$ cat config.mk
export PLATFORM = sky130hd
export DESIGN_NAME = adc_dec_ctrl
export DESIGN_NICKNAME = d
export VERILOG_FILES = /design/src/adc_pkg.sv /design/src/adc_dec_ctrl.sv
export SDC_FILE = /design/constraint.sdc
export NUM_CORES = 2
export LEC_CHECK = 0
export ABC_AREA = 1
export BUFFER_PORTS_ARGS = -buffer_cell sky130_fd_sc_hd__buf_2
export CORE_MARGIN = 5
export CORE_UTILIZATION = 55
export DETAILED_ROUTE_END_ITERATION = 10
export HOLD_SLACK_MARGIN = 0.08
export PLACE_DENSITY = 0.79
export SKIP_LAST_GASP = 1
export SLEW_MARGIN = 20
export SYNTH_ARGS = -nofsm -noshare
export SYNTH_HDL_FRONTEND = slang
export SYNTH_SLANG_ARGS = --single-unit
$ cat constraint.sdc
create_clock -name clk_i -period 17.1 [get_ports clk_i]
set_clock_uncertainty 0.05 [all_clocks]
set_input_delay 3.42 -clock clk_i [delete_from_list [all_inputs] [get_ports clk_i]]
set_output_delay 3.42 -clock clk_i [all_outputs]
set_load 0.05 [all_outputs]
$ cat src/adc_pkg.sv
// Purpose: Shared constants and types of the ADC record-path control block
// Assumes: 16-bit registers on a 32-bit Wishbone word, byte address = 4 * index
// Notes: Sample pairs travel as one packed struct
package adc_pkg;
    // ************************************************************
    // Sample format
    // ************************************************************
    localparam int SMP_W = 24; // Audio word width
    localparam int ACC_W = 40; // Filter accumulator width

    // ************************************************************
    // Register indices
    // ************************************************************
    localparam logic [5:0] IDX_VOL = 6'h20; // Channel volume codes
    localparam logic [5:0] IDX_MG = 6'h21; // Mute and amplifier gains
    localparam logic [5:0] IDX_FLT = 6'h22; // Polarity and filters
    localparam logic [5:0] IDX_STAT = 6'h23; // Stream status, read only

    // ************************************************************
    // Field positions
    // ************************************************************
    localparam int VOL_L_LSB = 8; // Left volume code
    localparam int VOL_R_LSB = 0; // Right volume code
    localparam int MG_MUTE_BIT = 15; // Record path silence
    localparam int MG_AMPL_LSB = 8; // Left amplifier code
    localparam int MG_AMPR_LSB = 0; // Right amplifier code
    localparam int FLT_POL_BIT = 12; // Input polarity invert
    localparam int FLT_BYP_BIT = 1; // Offset filter bypass
    localparam int FLT_HP_BIT = 0; // High-pass on

    // ************************************************************
    // Reset values and writable masks
    // ************************************************************
    localparam logic [15:0] VOL_RST = 16'h0000;
    localparam logic [15:0] MG_RST = 16'h0000;
    localparam logic [15:0] FLT_RST = 16'h0003;
    localparam logic [15:0] VOL_MASK = 16'hFFFF;
    localparam logic [15:0] MG_MASK = 16'h8F0F;
    localparam logic [15:0] FLT_MASK = 16'h1003;

    // ************************************************************
    // Gain coding
    // ************************************************************
    localparam logic [7:0] VOL_TOP = 8'h30; // +24 dB code
    localparam logic [7:0] VOL_INF = 8'h80; // Silence code
    localparam logic [7:0] VOL_STEPS_OCT = 8'h0C; // Half-dB steps per 6 dB
    localparam int VOL_FRAC = 15; // Mantissa fraction bits
    localparam int VOL_HEAD = 4; // Headroom shift for +24 dB
    localparam logic [3:0] AMP_MAX = 4'h8; // Highest defined amp code
    localparam logic [4:0] AMP_STEP_DB = 5'h03; // Amplifier step in dB
    localparam logic [4:0] DC_K = 5'h0A; // Offset filter pole shift
    localparam logic [4:0] HP_K = 5'h0C; // High-pass pole shift
    // Attenuation mantissas for 0 .. -5.5 dB in half-dB steps
    localparam logic [15:0] VOL_MANT [0:11] = '{16'h8000, 16'h78D7, 16'h7215, 16'h6BB3,
        16'h65AD, 16'h5FFD, 16'h5A9E, 16'h558C, 16'h50C3, 16'h4C3F, 16'h47FB, 16'h43F4};

    // Stereo sample pair
    typedef struct packed {
        logic signed [SMP_W-1:0] left;
        logic signed [SMP_W-1:0] right;
    } adc_smp_t;
endpackage

$ cat src/adc_dec_ctrl.sv
// Purpose: Record-path control: volume, mute, amp gains, polarity, filters
// Assumes: Comb-filter samples and output sink run on clk_i
// Notes: Wishbone classic slave, one wait state, 16-bit registers
// Operation
// - Volume code: two's complement half-dB, 0x80 silence
// - Volume register: left high byte, right low
// - Mute bit 15 silences output, resets clear
// - Left amplifier gain from bits 11..8
// - Right amplifier gain from bits 3..0
// - Amplifier code steps 3 dB up to 24
// - Polarity bit 12 inverts input samples
// - Bypass bit 1 skips offset filter, resets set
// - Offset filter sits before the decimator
// - High-pass bit 0 enables filter, resets set
// - High-pass blocks DC after decimation, once per sample
//
// Chosen here: the Wishbone slave port.
`timescale 1ns/100ps
module adc_dec_ctrl #(
    parameter int DEC_LOG2 = 6 // Decimation ratio as power of two
) (
    input wire logic clk_i,
    input wire logic rst_i,
    input wire logic ce_i,
    input wire logic cyc_i,
    input wire logic stb_i,
    input wire logic we_i,
    input wire logic [7:0] adr_i,
    input wire logic [3:0] sel_i,
    input wire logic [31:0] dat_i,
    output logic [31:0] dat_o,
    output logic ack_o,
    input wire logic in_valid_i,
    input wire adc_pkg::adc_smp_t in_data_i,
    output logic in_ready_o,
    output logic out_valid_o,
    output adc_pkg::adc_smp_t out_data_o,
    input wire logic out_ready_i,
    output logic [3:0] input_amp_gain_left_o,
    output logic [3:0] input_amp_gain_right_o,
    output logic [4:0] amp_db_left_o,
    output logic [4:0] amp_db_right_o,
    output logic record_path_silence_o
);
    localparam int SW = adc_pkg::SMP_W;
    localparam int AW = adc_pkg::ACC_W;
    localparam int DW = adc_pkg::SMP_W + DEC_LOG2;

    // ************************************************************
    // Functions
    // ************************************************************

    // Byte-lane merge of a register write
    function automatic logic [15:0] wr16(input logic [15:0] old, input logic [31:0] d,
        input logic [3:0] sel, input logic [15:0] mask);
        logic [15:0] v;
        v = {sel[1] ? d[15:8] : old[15:8], sel[0] ? d[7:0] : old[7:0]};
        return v & mask;
    endfunction

    // First-order DC blocker: input minus tracked mean
    function automatic logic signed [SW-1:0] dcb(input logic signed [SW-1:0] x,
        input logic signed [AW-1:0] a, input logic [4:0] k);
        logic signed [AW-1:0] t;
        t = AW'(x) - (a >>> k);
        return t[SW-1:0];
    endfunction

    // Half-dB volume: mantissa table plus shift
    function automatic logic signed [SW-1:0] vol_apply(input logic signed [SW-1:0] x,
        input logic [7:0] code);
        logic [7:0] c;
        logic [7:0] n;
        logic [3:0] q;
        logic [3:0] r;
        logic signed [SW+16:0] p;
        c = (!code[7] && code > adc_pkg::VOL_TOP) ? adc_pkg::VOL_TOP : code;
        n = adc_pkg::VOL_TOP - c;
        q = 4'(n / adc_pkg::VOL_STEPS_OCT);
        r = 4'(n % adc_pkg::VOL_STEPS_OCT);
        p = (SW+17)'(x) * $signed({1'b0, adc_pkg::VOL_MANT[r]});
        p = p >>> (adc_pkg::VOL_FRAC - adc_pkg::VOL_HEAD + 32'(q));
        if (code == adc_pkg::VOL_INF) begin
            return '0;
        end
        return p[SW-1:0];
    endfunction

    // Amplifier code to gain in dB, undefined codes clamp
    function automatic logic [4:0] amp_db(input logic [3:0] c);
        logic [3:0] v;
        v = (c > adc_pkg::AMP_MAX) ? adc_pkg::AMP_MAX : c;
        return 5'(v * adc_pkg::AMP_STEP_DB);
    endfunction

    // ************************************************************
    // Registers and bus slave
    // ************************************************************
    logic [15:0] vol_q; // Volume codes
    logic [15:0] mg_q; // Mute and amp gains
    logic [15:0] flt_q; // Polarity and filter control
    logic ack_q; // Bus answer
    logic [31:0] rd_q; // Read data
    logic [15:0] stat_w; // Live status
    logic req_w; // New bus request
    logic [5:0] idx_w; // Register index

    assign req_w = cyc_i && stb_i && !ack_q;
    assign idx_w = adr_i[7:2];

    // Control register writes
    always_ff @(posedge clk_i) begin
        if (rst_i) begin
            vol_q <= adc_pkg::VOL_RST;
            mg_q <= adc_pkg::MG_RST;
            flt_q <= adc_pkg::FLT_RST;
        end else if (ce_i && req_w && we_i) begin
            case (idx_w)
                adc_pkg::IDX_VOL: begin
                    vol_q <= wr16(vol_q, dat_i, sel_i, adc_pkg::VOL_MASK);
                end
                adc_pkg::IDX_MG: begin
                    mg_q <= wr16(mg_q, dat_i, sel_i, adc_pkg::MG_MASK);
                end
                adc_pkg::IDX_FLT: begin
                    flt_q <= wr16(flt_q, dat_i, sel_i, adc_pkg::FLT_MASK);
                end
                default: begin
                    // Unmapped or read-only: write ignored
                end
            endcase
        end
    end

    // Answer and read data, one wait state
    always_ff @(posedge clk_i) begin
        if (rst_i) begin
            ack_q <= 1'b0;
            rd_q <= 32'h0000_0000;
        end else if (ce_i) begin
            ack_q <= req_w;
            case (idx_w)
                adc_pkg::IDX_VOL: rd_q <= {16'h0000, vol_q};
                adc_pkg::IDX_MG: rd_q <= {16'h0000, mg_q};
                adc_pkg::IDX_FLT: rd_q <= {16'h0000, flt_q};
                adc_pkg::IDX_STAT: rd_q <= {16'h0000, stat_w};
                default: rd_q <= 32'h0000_0000;
            endcase
        end
    end

    assign ack_o = ack_q;
    assign dat_o = rd_q;

    // ************************************************************
    // Amplifier controls
    // ************************************************************
    logic [3:0] ampl_q; // Left amp code out
    logic [3:0] ampr_q; // Right amp code out
    logic [4:0] dbl_q; // Left gain in dB
    logic [4:0] dbr_q; // Right gain in dB
    logic mute_q; // Silence out

    // Register the amplifier settings toward the analog side
    always_ff @(posedge clk_i) begin
        if (rst_i) begin
            ampl_q <= 4'h0;
            ampr_q <= 4'h0;
            dbl_q <= 5'h00;
            dbr_q <= 5'h00;
            mute_q <= 1'b0;
        end else if (ce_i) begin
            ampl_q <= mg_q[adc_pkg::MG_AMPL_LSB +: 4];
            ampr_q <= mg_q[adc_pkg::MG_AMPR_LSB +: 4];
            dbl_q <= amp_db(mg_q[adc_pkg::MG_AMPL_LSB +: 4]);
            dbr_q <= amp_db(mg_q[adc_pkg::MG_AMPR_LSB +: 4]);
            mute_q <= mg_q[adc_pkg::MG_MUTE_BIT];
        end
    end

    assign input_amp_gain_left_o = ampl_q;
    assign input_amp_gain_right_o = ampr_q;
    assign amp_db_left_o = dbl_q;
    assign amp_db_right_o = dbr_q;
    assign record_path_silence_o = mute_q;

    // ************************************************************
    // Input stage: polarity, offset filter, decimator
    // ************************************************************
    logic pol_w; // Invert input
    logic byp_w; // Skip offset filter
    logic hpon_w; // High-pass enabled
    logic in_rdy_q; // Room downstream
    logic fire_w; // Input word accepted
    logic last_w; // Final word of a decimation group
    logic push_w; // Decimated sample produced
    logic [DEC_LOG2-1:0] ph_q; // Decimation phase
    logic signed [SW-1:0] xl_w, xr_w; // After polarity
    logic signed [SW-1:0] dl_w, dr_w; // After offset filter
    logic signed [AW-1:0] dcl_q, dcr_q; // Offset trackers
    logic signed [DW-1:0] sl_q, sr_q; // Decimator sums
    logic signed [DW-1:0] snl_w, snr_w; // Sums with current word

    assign pol_w = flt_q[adc_pkg::FLT_POL_BIT];
    assign byp_w = flt_q[adc_pkg::FLT_BYP_BIT];
    assign hpon_w = flt_q[adc_pkg::FLT_HP_BIT];
    assign fire_w = ce_i && in_valid_i && in_rdy_q;
    assign last_w = &ph_q;
    assign push_w = fire_w && last_w;
    assign xl_w = pol_w ? -in_data_i.left : in_data_i.left;
    assign xr_w = pol_w ? -in_data_i.right : in_data_i.right;
    assign dl_w = byp_w ? xl_w : dcb(xl_w, dcl_q, adc_pkg::DC_K);
    assign dr_w = byp_w ? xr_w : dcb(xr_w, dcr_q, adc_pkg::DC_K);
    assign snl_w = sl_q + DW'(dl_w);
    assign snr_w = sr_q + DW'(dr_w);

    // Offset trackers run at the comb rate, ahead of decimation
    always_ff @(posedge clk_i) begin
        if (rst_i) begin
            dcl_q <= '0;
            dcr_q <= '0;
        end else if (fire_w && !byp_w) begin
            dcl_q <= dcl_q + AW'(dl_w);
            dcr_q <= dcr_q + AW'(dr_w);
        end
    end

    // Decimator: average of each group of input words
    always_ff @(posedge clk_i) begin
        if (rst_i) begin
            ph_q <= '0;
            sl_q <= '0;
            sr_q <= '0;
        end else if (fire_w) begin
            ph_q <= ph_q + 1'b1;
            sl_q <= last_w ? '0 : snl_w;
            sr_q <= last_w ? '0 : snr_w;
        end
    end

    // ************************************************************
    // Output-rate stage: high-pass, volume, mute
    // ************************************************************
    logic signed [SW-1:0] avl_w, avr_w; // Decimated words
    logic signed [SW-1:0] hl_w, hr_w; // After high-pass
    logic signed [SW-1:0] yl_w, yr_w; // After volume
    logic signed [AW-1:0] hpl_q, hpr_q; // High-pass trackers
    adc_pkg::adc_smp_t new_w; // Word entering the buffer
    logic signed [DW-1:0] shl_w, shr_w; // Scaled sums

    assign shl_w = snl_w >>> DEC_LOG2;
    assign shr_w = snr_w >>> DEC_LOG2;
    assign avl_w = shl_w[SW-1:0];
    assign avr_w = shr_w[SW-1:0];
    assign hl_w = hpon_w ? dcb(avl_w, hpl_q, adc_pkg::HP_K) : avl_w;
    assign hr_w = hpon_w ? dcb(avr_w, hpr_q, adc_pkg::HP_K) : avr_w;
    assign yl_w = vol_apply(hl_w, vol_q[adc_pkg::VOL_L_LSB +: 8]);
    assign yr_w = vol_apply(hr_w, vol_q[adc_pkg::VOL_R_LSB +: 8]);
    // Silence replaces the word; filters above keep running
    assign new_w = mg_q[adc_pkg::MG_MUTE_BIT] ? '0 : adc_pkg::adc_smp_t'{left: yl_w, right: yr_w};

    // High-pass trackers step once per output sample
    always_ff @(posedge clk_i) begin
        if (rst_i) begin
            hpl_q <= '0;
            hpr_q <= '0;
        end else if (push_w && hpon_w) begin
            hpl_q <= hpl_q + AW'(hl_w);
            hpr_q <= hpr_q + AW'(hr_w);
        end
    end

    // ************************************************************
    // Two-entry output buffer
    // ************************************************************
    adc_pkg::adc_smp_t out_q; // Head entry
    adc_pkg::adc_smp_t skid_q; // Second entry
    logic out_vld_q; // Head valid
    logic skid_vld_q; // Second valid
    logic pop_w; // Head taken by sink

    assign pop_w = out_vld_q && out_ready_i;

    // Head moves up from the second entry first; input stalls while full
    always_ff @(posedge clk_i) begin
        if (rst_i) begin
            out_q <= '0;
            skid_q <= '0;
            out_vld_q <= 1'b0;
            skid_vld_q <= 1'b0;
            in_rdy_q <= 1'b1;
        end else if (ce_i) begin
            if (pop_w || !out_vld_q) begin
                if (skid_vld_q) begin
                    out_q <= skid_q;
                    out_vld_q <= 1'b1;
                    skid_vld_q <= 1'b0;
                    in_rdy_q <= 1'b1;
                end else begin
                    out_q <= push_w ? new_w : out_q;
                    out_vld_q <= push_w;
                end
            end else if (push_w) begin
                skid_q <= new_w;
                skid_vld_q <= 1'b1;
                in_rdy_q <= 1'b0;
            end
        end
    end

    assign in_ready_o = in_rdy_q;
    assign out_valid_o = out_vld_q;
    assign out_data_o = out_q;
    assign stat_w = {13'h0000, mg_q[adc_pkg::MG_MUTE_BIT], skid_vld_q, out_vld_q};
endmodule

* Word-level counts from Yosys, hierarchy flattened
Memories as Yosys holds them, arrays and structs flattened.
Index checks and enable logic that the tools add are counted.
** Storage, ports and cells
- Logic and storage cells :: 136
- ROM bits :: 512
- Memories kept :: 2
- Register bits :: 405
- Output and inout port bits :: 102
** Memories
- (no name shown) :: words 16, bits a word 16, rd ports 1, clocked after Yosys merged registers in 0, write ports 0, line adc_dec_ctrl.sv:81 : p = (SW+17)'(x) * $signed({1'b0, adc_pkg::VOL_MANT[r]});
- (no name shown) :: words 16, bits a word 16, rd ports 1, clocked after Yosys merged registers in 0, write ports 0, line adc_dec_ctrl.sv:81
** Operators by class
- Equal/unequal tests :: 7
- Bitwise gates (word level) :: 3
- Div/mod/pow operators :: 4
- Mux-type cells :: 32
- Add/sub/neg operators :: 17
- Reductions and logical operators :: 32
- $mul :: 4
- Shifts and indexed selects :: 2
- $lt $le $gt $ge :: 6
** Operators by type and width (count)
- 24-bit two-way mux :: 10
- 40-bit by 24-bit adder with 40-bit output :: 4
- 48-bit two-way mux :: 3
- 24-bit subtractor :: 4
- 24-bit by 17-bit multiplier with 41-bit output :: 2
- 41-bit by 5-bit >>> shifter with 24-bit output :: 2
- 16-bit two-way mux :: 4
- 16-bit case mux with 4 select lines :: 1
- 30-bit by 24-bit adder with 30-bit output :: 2
- 30-bit two-way mux :: 2
- 24-bit negation :: 2
- 3-bit AND reduction :: 9
- 6-bit == test (second input constant) :: 4
- 8-bit by 4-bit divider with 8-bit output (second input constant) :: 2
- 8-bit == test (second input constant) :: 2
- 8-bit by 6-bit greater-than comparator with 1-bit output (second input constant) :: 2
- 8-bit by 4-bit modulo with 8-bit output (second input constant) :: 2
- 8-bit two-way mux :: 2
- 6-bit by 8-bit subtractor with 8-bit output (first input constant) :: 2
- 1-bit logical AND :: 12
- 4-bit by 4-bit adder with 5-bit output (first input constant) :: 2
- 5-bit greater-or-equal comparator (second input constant) :: 2
- 4-bit by 2-bit multiplier with 5-bit output (second input constant) :: 2
- 4-bit NOT with 5-bit output :: 2
- 11 further kinds :: 26

* Logic depth before layout (Yosys ltp)
- Depth after elaboration :: 15
- Mapped depth :: 90
- Depth with buffers taken out :: 89

* Worst setup path before layout
No wires, ideal clock.
- Path type :: in2reg
- Start point :: input in_data_i[0] (netlist name)
- End point :: register out_q (netlist bit out_data_o[20])
- Setup time :: 0.132 ns
- Stages on the path :: 69
- Path slack :: 0.973 ns
- Path buffers :: 1
- Arrival time :: 15.945 ns
- Cells stage by stage :: inv_1 ha_1 inv_1 nor3_1 inv_1 nor3_1 nand2_1 nor3_1 nand2_1 nor3_1 inv_1 nor3_1 a31oi_1 nor2_1 xor2_1 inv_1 ha_1 nand2_1 (+33 left out) nand2_1 nor2_1 nand2_1 or4_1 o221ai_1 xnor2_1 nand2_1 o21ai_0 o21ai_0 or2_2 nand2_1 nand2_1 nand2_1 nand2_1 nand3_1 nand2_1 nand2_1 a21oi_1
** Between the ends
- Cells in the longest elaborated chain, start to end :: 13
** RTL lines
- start, declared :: line adc_dec_ctrl.sv:34 : input wire adc_pkg::adc_smp_t in_data_i,
- 24-bit negation :: line adc_dec_ctrl.sv:211 : assign xr_w = pol_w ? -in_data_i.right : in_data_i.right;
- 24-bit two-way mux (*) :: line adc_dec_ctrl.sv:211
- 24-bit subtractor :: line adc_dec_ctrl.sv:65 : t = AW'(x) - (a >>> k);
- 24-bit two-way mux (*) :: line adc_dec_ctrl.sv:213 : assign dr_w = byp_w ? xr_w : dcb(xr_w, dcr_q, adc_pkg::DC_K);
- 30-bit by 24-bit adder with 30-bit output (*) :: line adc_dec_ctrl.sv:215 : assign snr_w = sr_q + DW'(dr_w);
- 24-bit subtractor :: line adc_dec_ctrl.sv:65
- 24-bit two-way mux (*) :: line adc_dec_ctrl.sv:256 : assign hr_w = hpon_w ? dcb(avr_w, hpr_q, adc_pkg::HP_K) : avr_w;
- 24-bit by 17-bit multiplier with 41-bit output (*) :: line adc_dec_ctrl.sv:81
- 41-bit by 5-bit >>> shifter with 24-bit output (*) :: line adc_dec_ctrl.sv:82 : p = p >>> (adc_pkg::VOL_FRAC - adc_pkg::VOL_HEAD + 32'(q));
- 24-bit two-way mux (*) :: line adc_dec_ctrl.sv:86 : return p[SW-1:0];
- 48-bit two-way mux (*) :: line adc_dec_ctrl.sv:260 : assign new_w = mg_q[adc_pkg::MG_MUTE_BIT] ? '0 : adc_pkg::adc_smp_t'{left: yl_w, right: yr_w};
- 48-bit two-way mux (*) :: line adc_dec_ctrl.sv:300 : out_q <= push_w ? new_w : out_q;
- 48-bit two-way mux (*) :: line adc_dec_ctrl.sv:294 : if (skid_vld_q) begin
- end signal, assigned :: line adc_dec_ctrl.sv:295 : out_q <= skid_q;
- end signal, assigned :: line adc_dec_ctrl.sv:300
- end, declared :: line adc_dec_ctrl.sv:276 : adc_pkg::adc_smp_t out_q;
Every way passes the cells marked *; elsewhere a longest branch is shown, timed or not. The select of a mux whose other input is x is not followed.
A chain may end at the register's enable or synchronous reset.

* Worst setup path after layout
- Start point :: input in_data_i[24] (netlist name)
- End point :: register out_q (netlist bit out_data_o[42])
** Between the ends
- Cells in the longest elaborated chain, start to end :: 13
** RTL lines
- 24-bit negation :: line adc_dec_ctrl.sv:210 : assign xl_w = pol_w ? -in_data_i.left : in_data_i.left;
- 24-bit two-way mux (*) :: line adc_dec_ctrl.sv:210
- 24-bit subtractor :: line adc_dec_ctrl.sv:65
- 24-bit two-way mux (*) :: line adc_dec_ctrl.sv:212 : assign dl_w = byp_w ? xl_w : dcb(xl_w, dcl_q, adc_pkg::DC_K);
- 30-bit by 24-bit adder with 30-bit output (*) :: line adc_dec_ctrl.sv:214 : assign snl_w = sl_q + DW'(dl_w);
- 24-bit subtractor :: line adc_dec_ctrl.sv:65
- 24-bit two-way mux (*) :: line adc_dec_ctrl.sv:255 : assign hl_w = hpon_w ? dcb(avl_w, hpl_q, adc_pkg::HP_K) : avl_w;
- 24-bit by 17-bit multiplier with 41-bit output (*) :: line adc_dec_ctrl.sv:81
- 41-bit by 5-bit >>> shifter with 24-bit output (*) :: line adc_dec_ctrl.sv:82
- 24-bit two-way mux (*) :: line adc_dec_ctrl.sv:86
- 48-bit two-way mux (*) :: line adc_dec_ctrl.sv:260
- 48-bit two-way mux (*) :: line adc_dec_ctrl.sv:300
- 48-bit two-way mux (*) :: line adc_dec_ctrl.sv:294
Marked as above.

==> flow_summary.rst <==
.. list-table::
   :header-rows: 1

   * - Metric
     - Value
   * - Crit path capture type
     - flip-flop
   * - Top flip-flop cell by instance count after synthesis
     - sky130_fd_sc_hd__dfxtp_1
   * - CP Data Required Time
     - 17480 ps
   * - Largest delay share family, worst path
     - adder cells
   * - Final Util
     - 0.603
   * - CP startpoint kind
     - input pin
   * - # DRC
     - 0
   * - Overall die width
     - 347 um
   * - Final weighted congestion in routability-driven placement
     - 0.958
   * - EDFF count, synth
     - 0
   * - Final period utilization
     - 0.948
   * - Post-synthesis instance area
     - 0.0623 mm2
   * - Sw power
     - 3.09 mW
   * - 1st-iter DRT viols
     - 4989
   * - Internal Pwr Total
     - 3.01 mW
   * - Placed standard-cell area
     - 0.0660 mm2
   * - Area share of the largest cell type after synthesis
     - 0.246
   * - Hold_ws
     - 409 ps
   * - Unique masters post-synth
     - 69
   * - Hold Path Cell Cnt
     - 2
   * - Data arrival time of the critical path
     - 16600 ps
   * - Average wire length per cell after detail routing
     - 16.7 um
   * - Number of filler instances in the final layout
     - 10100
   * - Share of final-layout standard cells stronger than drive strength 1
     - 0.0850
   * - Global-route congestion overflow total
     - 0
   * - Leading cell types by total area after synthesis
     - sky130_fd_sc_hd__fa_1 25%, sky130_fd_sc_hd__dfxtp_1 12%, sky130_fd_sc_hd__nand2_1 11%
   * - Final Instance Area
     - 0.0679 mm2
   * - Yosys Warn Count
     - 0
   * - Final-report max-slew violation count
     - 0
   * - Synthesized instance count
     - 8930
   * - Cell with the most instances after synthesis
     - sky130_fd_sc_hd__nand2_1
   * - Worst slack at placement
     - -284 ps
   * - Share of total power consumed by net switching
     - 0.506
   * - Starting density of the core
     - 0.554
   * - Later-pin clock latency in the skew report
     - 630 ps
   * - H-tree depth reported by CTS
     - 2
   * - Reg-to-Reg End
     - out_data_o[41]$_SDFFE_PP0P_
   * - Clock Path Buffers
     - 3
   * - Maximum vdd ir drop
     - 0.0750 mV
   * - Synthesis-stage register bit count
     - 369
   * - Async set or reset register ratio after synthesis
     - 0
   * - Detailed-route wire length
     - 178000 um
   * - Standard cell with the maximum stage delay on the critical path
     - sky130_fd_sc_hd__fa_1
   * - Number of cells in the finished layout apart from fillers
     - 10700
   * - Reg2reg setup slack
     - 3200 ps
   * - Height of the chip
     - 347 um
   * - Pwr Density
     - 89.9 mW/mm2
   * - Final Hold Viols
     - 0
   * - Sequential fraction of design power
     - 0.144
   * - Sequential area share after synthesis
     - 0.119
   * - Total Negative Setup Slacks
     - 0 ps
   * - Clock tree sinks
     - 369
   * - Remaining number of nets flagged by the antenna check after routing
     - 0
   * - Buffers and inverters on the worst path
     - 12
   * - Outcome
     - finished clean
   * - Library cell occupying the most area in the post-synthesis netlist
     - sky130_fd_sc_hd__fa_1
   * - Placed cell count
     - 10600
   * - Per-cell via count in the routed design
     - 5.51
   * - Cell row count
     - 123
   * - Max-slew headroom at the worst pin
     - 0.244
   * - Layout area overhead
     - 8.95%
   * - Total setup violations reported at the end of the flow
     - 0
   * - Category of the most critical setup path
     - input pin to flip-flop
   * - Clock-pin slew on the worst setup and hold paths
     - 60 ps
   * - Slowest cell delay on critical path
     - 560 ps
   * - Maximum number of pins on one net before global-route repair
     - 98
   * - Standard cell core area
     - 0.112 mm2
   * - Logic depth of the worst register-to-register path
     - 74
   * - Gr usage total
     - 0.290
   * - Number of antenna violations at the first check in global routing
     - 3
   * - Actual slew at the worst max-slew pin
     - 1130 ps
   * - Max Cap Viol
     - 0
   * - Critical Path Stages
     - 85
   * - Vias in the first global route
     - 57900
   * - Total number of vias
     - 58800
   * - Beginning of the worst register-to-register path
     - flt_q[12]$_SDFFE_PP0P_
   * - Worst Hold Class
     - flip-flop to flip-flop
   * - Comb pwr share
     - 0.698
   * - Minimum clock period
     - 16220 ps
   * - Count of boundary I/O pins
     - 202
   * - Static leakage power
     - 34.4 nW
   * - Total Power
     - 6.10 mW
   * - First-pass GRT wire length
     - 290000 um
   * - Detailed placement HPWL
     - 142000 um
   * - Origin of the worst setup path
     - in_data_i[24]
   * - TritonCTS clock tree
     - done
   * - Upper clock frequency limit
     - 61.7 MHz
   * - Clock Root Buffer
     - sky130_fd_sc_hd__clkbuf_16
   * - Die outline area
     - 0.120 mm2
   * - Top cell by count, worst path
     - sky130_fd_sc_hd__nand2_1
   * - Number of CTS-inserted buffers
     - 45
   * - Net count of the finished layout
     - 10500
   * - Syn_area_per_cell
     - 6.97 um2
   * - DRT Pass-1 Iters
     - 8
   * - Final WS setup
     - 883 ps
   * - Port bufs
     - 165
   * - Proportion of power drawn by the clock network
     - 0.157
   * - Maximum fanout count along the critical path
     - 6
   * - Leading post-synthesis cells by instance count
     - 1777 x sky130_fd_sc_hd__nand2_1, 1718 x sky130_fd_sc_hd__inv_1, 766 x sky130_fd_sc_hd__fa_1
   * - End of the critical path
     - out_data_o[42]$_SDFFE_PP0P_
==> power by group through the flow <==
stage                     Combinational [mW]  Clock, mW  Sequential, mW
after floorplan                         2.71          0           0.908
after global placement                  4.03          0           0.899
after detailed placement                4.11          0           0.900
after CTS                               4.14      0.977           0.881
after global routing                    4.74       1.01           0.882
final                                   4.26      0.960           0.881
==> layout by cell type, fill, tap and decap left out, types with 25 or more instances in the layout <==
master,Yosys,layout
sky130_fd_sc_hd__or2_2,55,55
sky130_fd_sc_hd__o21bai_1,27,27
sky130_fd_sc_hd__xnor2_1,154,153
sky130_fd_sc_hd__buf_4,23,315
sky130_fd_sc_hd__fa_1,766,762
sky130_fd_sc_hd__inv_1,1718,1702
sky130_fd_sc_hd__o21a_1,25,25
sky130_fd_sc_hd__nor2_1,763,754
sky130_fd_sc_hd__a31oi_1,34,33
sky130_fd_sc_hd__o211ai_1,72,72
sky130_fd_sc_hd__o21ai_0,538,510
sky130_fd_sc_hd__ha_1,515,512
sky130_fd_sc_hd__xor2_1,160,156
sky130_fd_sc_hd__clkbuf_16,0,45
sky130_fd_sc_hd__buf_2,61,164
sky130_fd_sc_hd__dfxtp_1,369,368
sky130_fd_sc_hd__nand3_1,529,527
sky130_fd_sc_hd__a21oi_1,721,711
sky130_fd_sc_hd__a21o_1,25,25
sky130_fd_sc_hd__inv_2,24,38
sky130_fd_sc_hd__nand2_1,1777,1775
sky130_fd_sc_hd__o21ai_1,59,76
sky130_fd_sc_hd__nor3_1,44,34
==> tightest hold or removal path, stage by stage (launching register included) <==
cell and delay [ps]:
sky130_fd_sc_hd__dfxtp_1 300, sky130_fd_sc_hd__nand2_1 60, sky130_fd_sc_hd__a21oi_1 50
==> how the worst min path moves through the flow <==
stage	from	slack, ps	end
global placement	out_data_o[5]$_SDFFE_PP0P_	400	out_data_o[5]$_SDFFE_PP0P_
detailed placement	out_data_o[19]$_SDFFE_PP0P_	400	out_data_o[19]$_SDFFE_PP0P_
global route	out_data_o[4]$_SDFFE_PP0P_	430	out_data_o[4]$_SDFFE_PP0P_
finish	out_data_o[19]$_SDFFE_PP0P_	410	out_data_o[19]$_SDFFE_PP0P_
CTS	out_data_o[19]$_SDFFE_PP0P_	410	out_data_o[19]$_SDFFE_PP0P_
floorplan	dcl_q[33]$_SDFFE_PP0P_	400	dcl_q[33]$_SDFFE_PP0P_
==> routing by layer <==
layer | up-vias | GRT usage | part of all wire
li1 | 28400 | - | -
met1 | 27600 | 0.385 | 0.42
met2 | 2392 | 0.468 | 0.45
met3 | 461 | 0.0555 | 0.090
met4 | 2 | 0.116 | 0.047
met5 | - | 0 | 0.000062
==> state kept, by name, summed over array words and instances, names as in the netlist, 4 cells and up <==
| register | flops |
|---|---|
| input_amp_gain_left_o | 4 |
| dcl_q | 34 |
| sr_q | 30 |
| hpr_q | 36 |
| out_data_o | 48 |
| mg_q | 9 |
| dcr_q | 34 |
| vol_q | 16 |
| sl_q | 30 |
| ph_q | 6 |
| amp_db_left_o | 5 |
| hpl_q | 36 |
| amp_db_right_o | 5 |
| skid_q | 48 |
| input_amp_gain_right_o | 4 |
| dat_o | 16 |
==> logic make-up after synthesis <==
group,count (synthesis),synth area share
simple gates,3265,0.215
buf+inv,2084,0.129
compound gates,1614,0.142
fa+ha+maj,1281,0.350
flops,369,0.119
xor+xnor,316,0.0449
other cells,1,0.0000602
==> what timing repair did <==
action                                  4_1_cts  5_1_grt
hold buffers                                  0        0
endpoints found under the setup margin        0       96
buffers inserted                              0        8
gates resized for setup                       0      102
==> area by class of cell <==
type,instances,area [um2],share of cell area
multi-input combinational,6492,47300,0.697
sequential,369,7390,0.109
inverter,1755,6600,0.0972
timing repair buffer,483,3260,0.0480
tap,1500,1880,0.0277
clock buffer,64,1310,0.0193
clock inverter,15,154,0.00227
antenna,2,5.00,0.0000738
No activity file was read; power rests on OpenSTA's default activity.
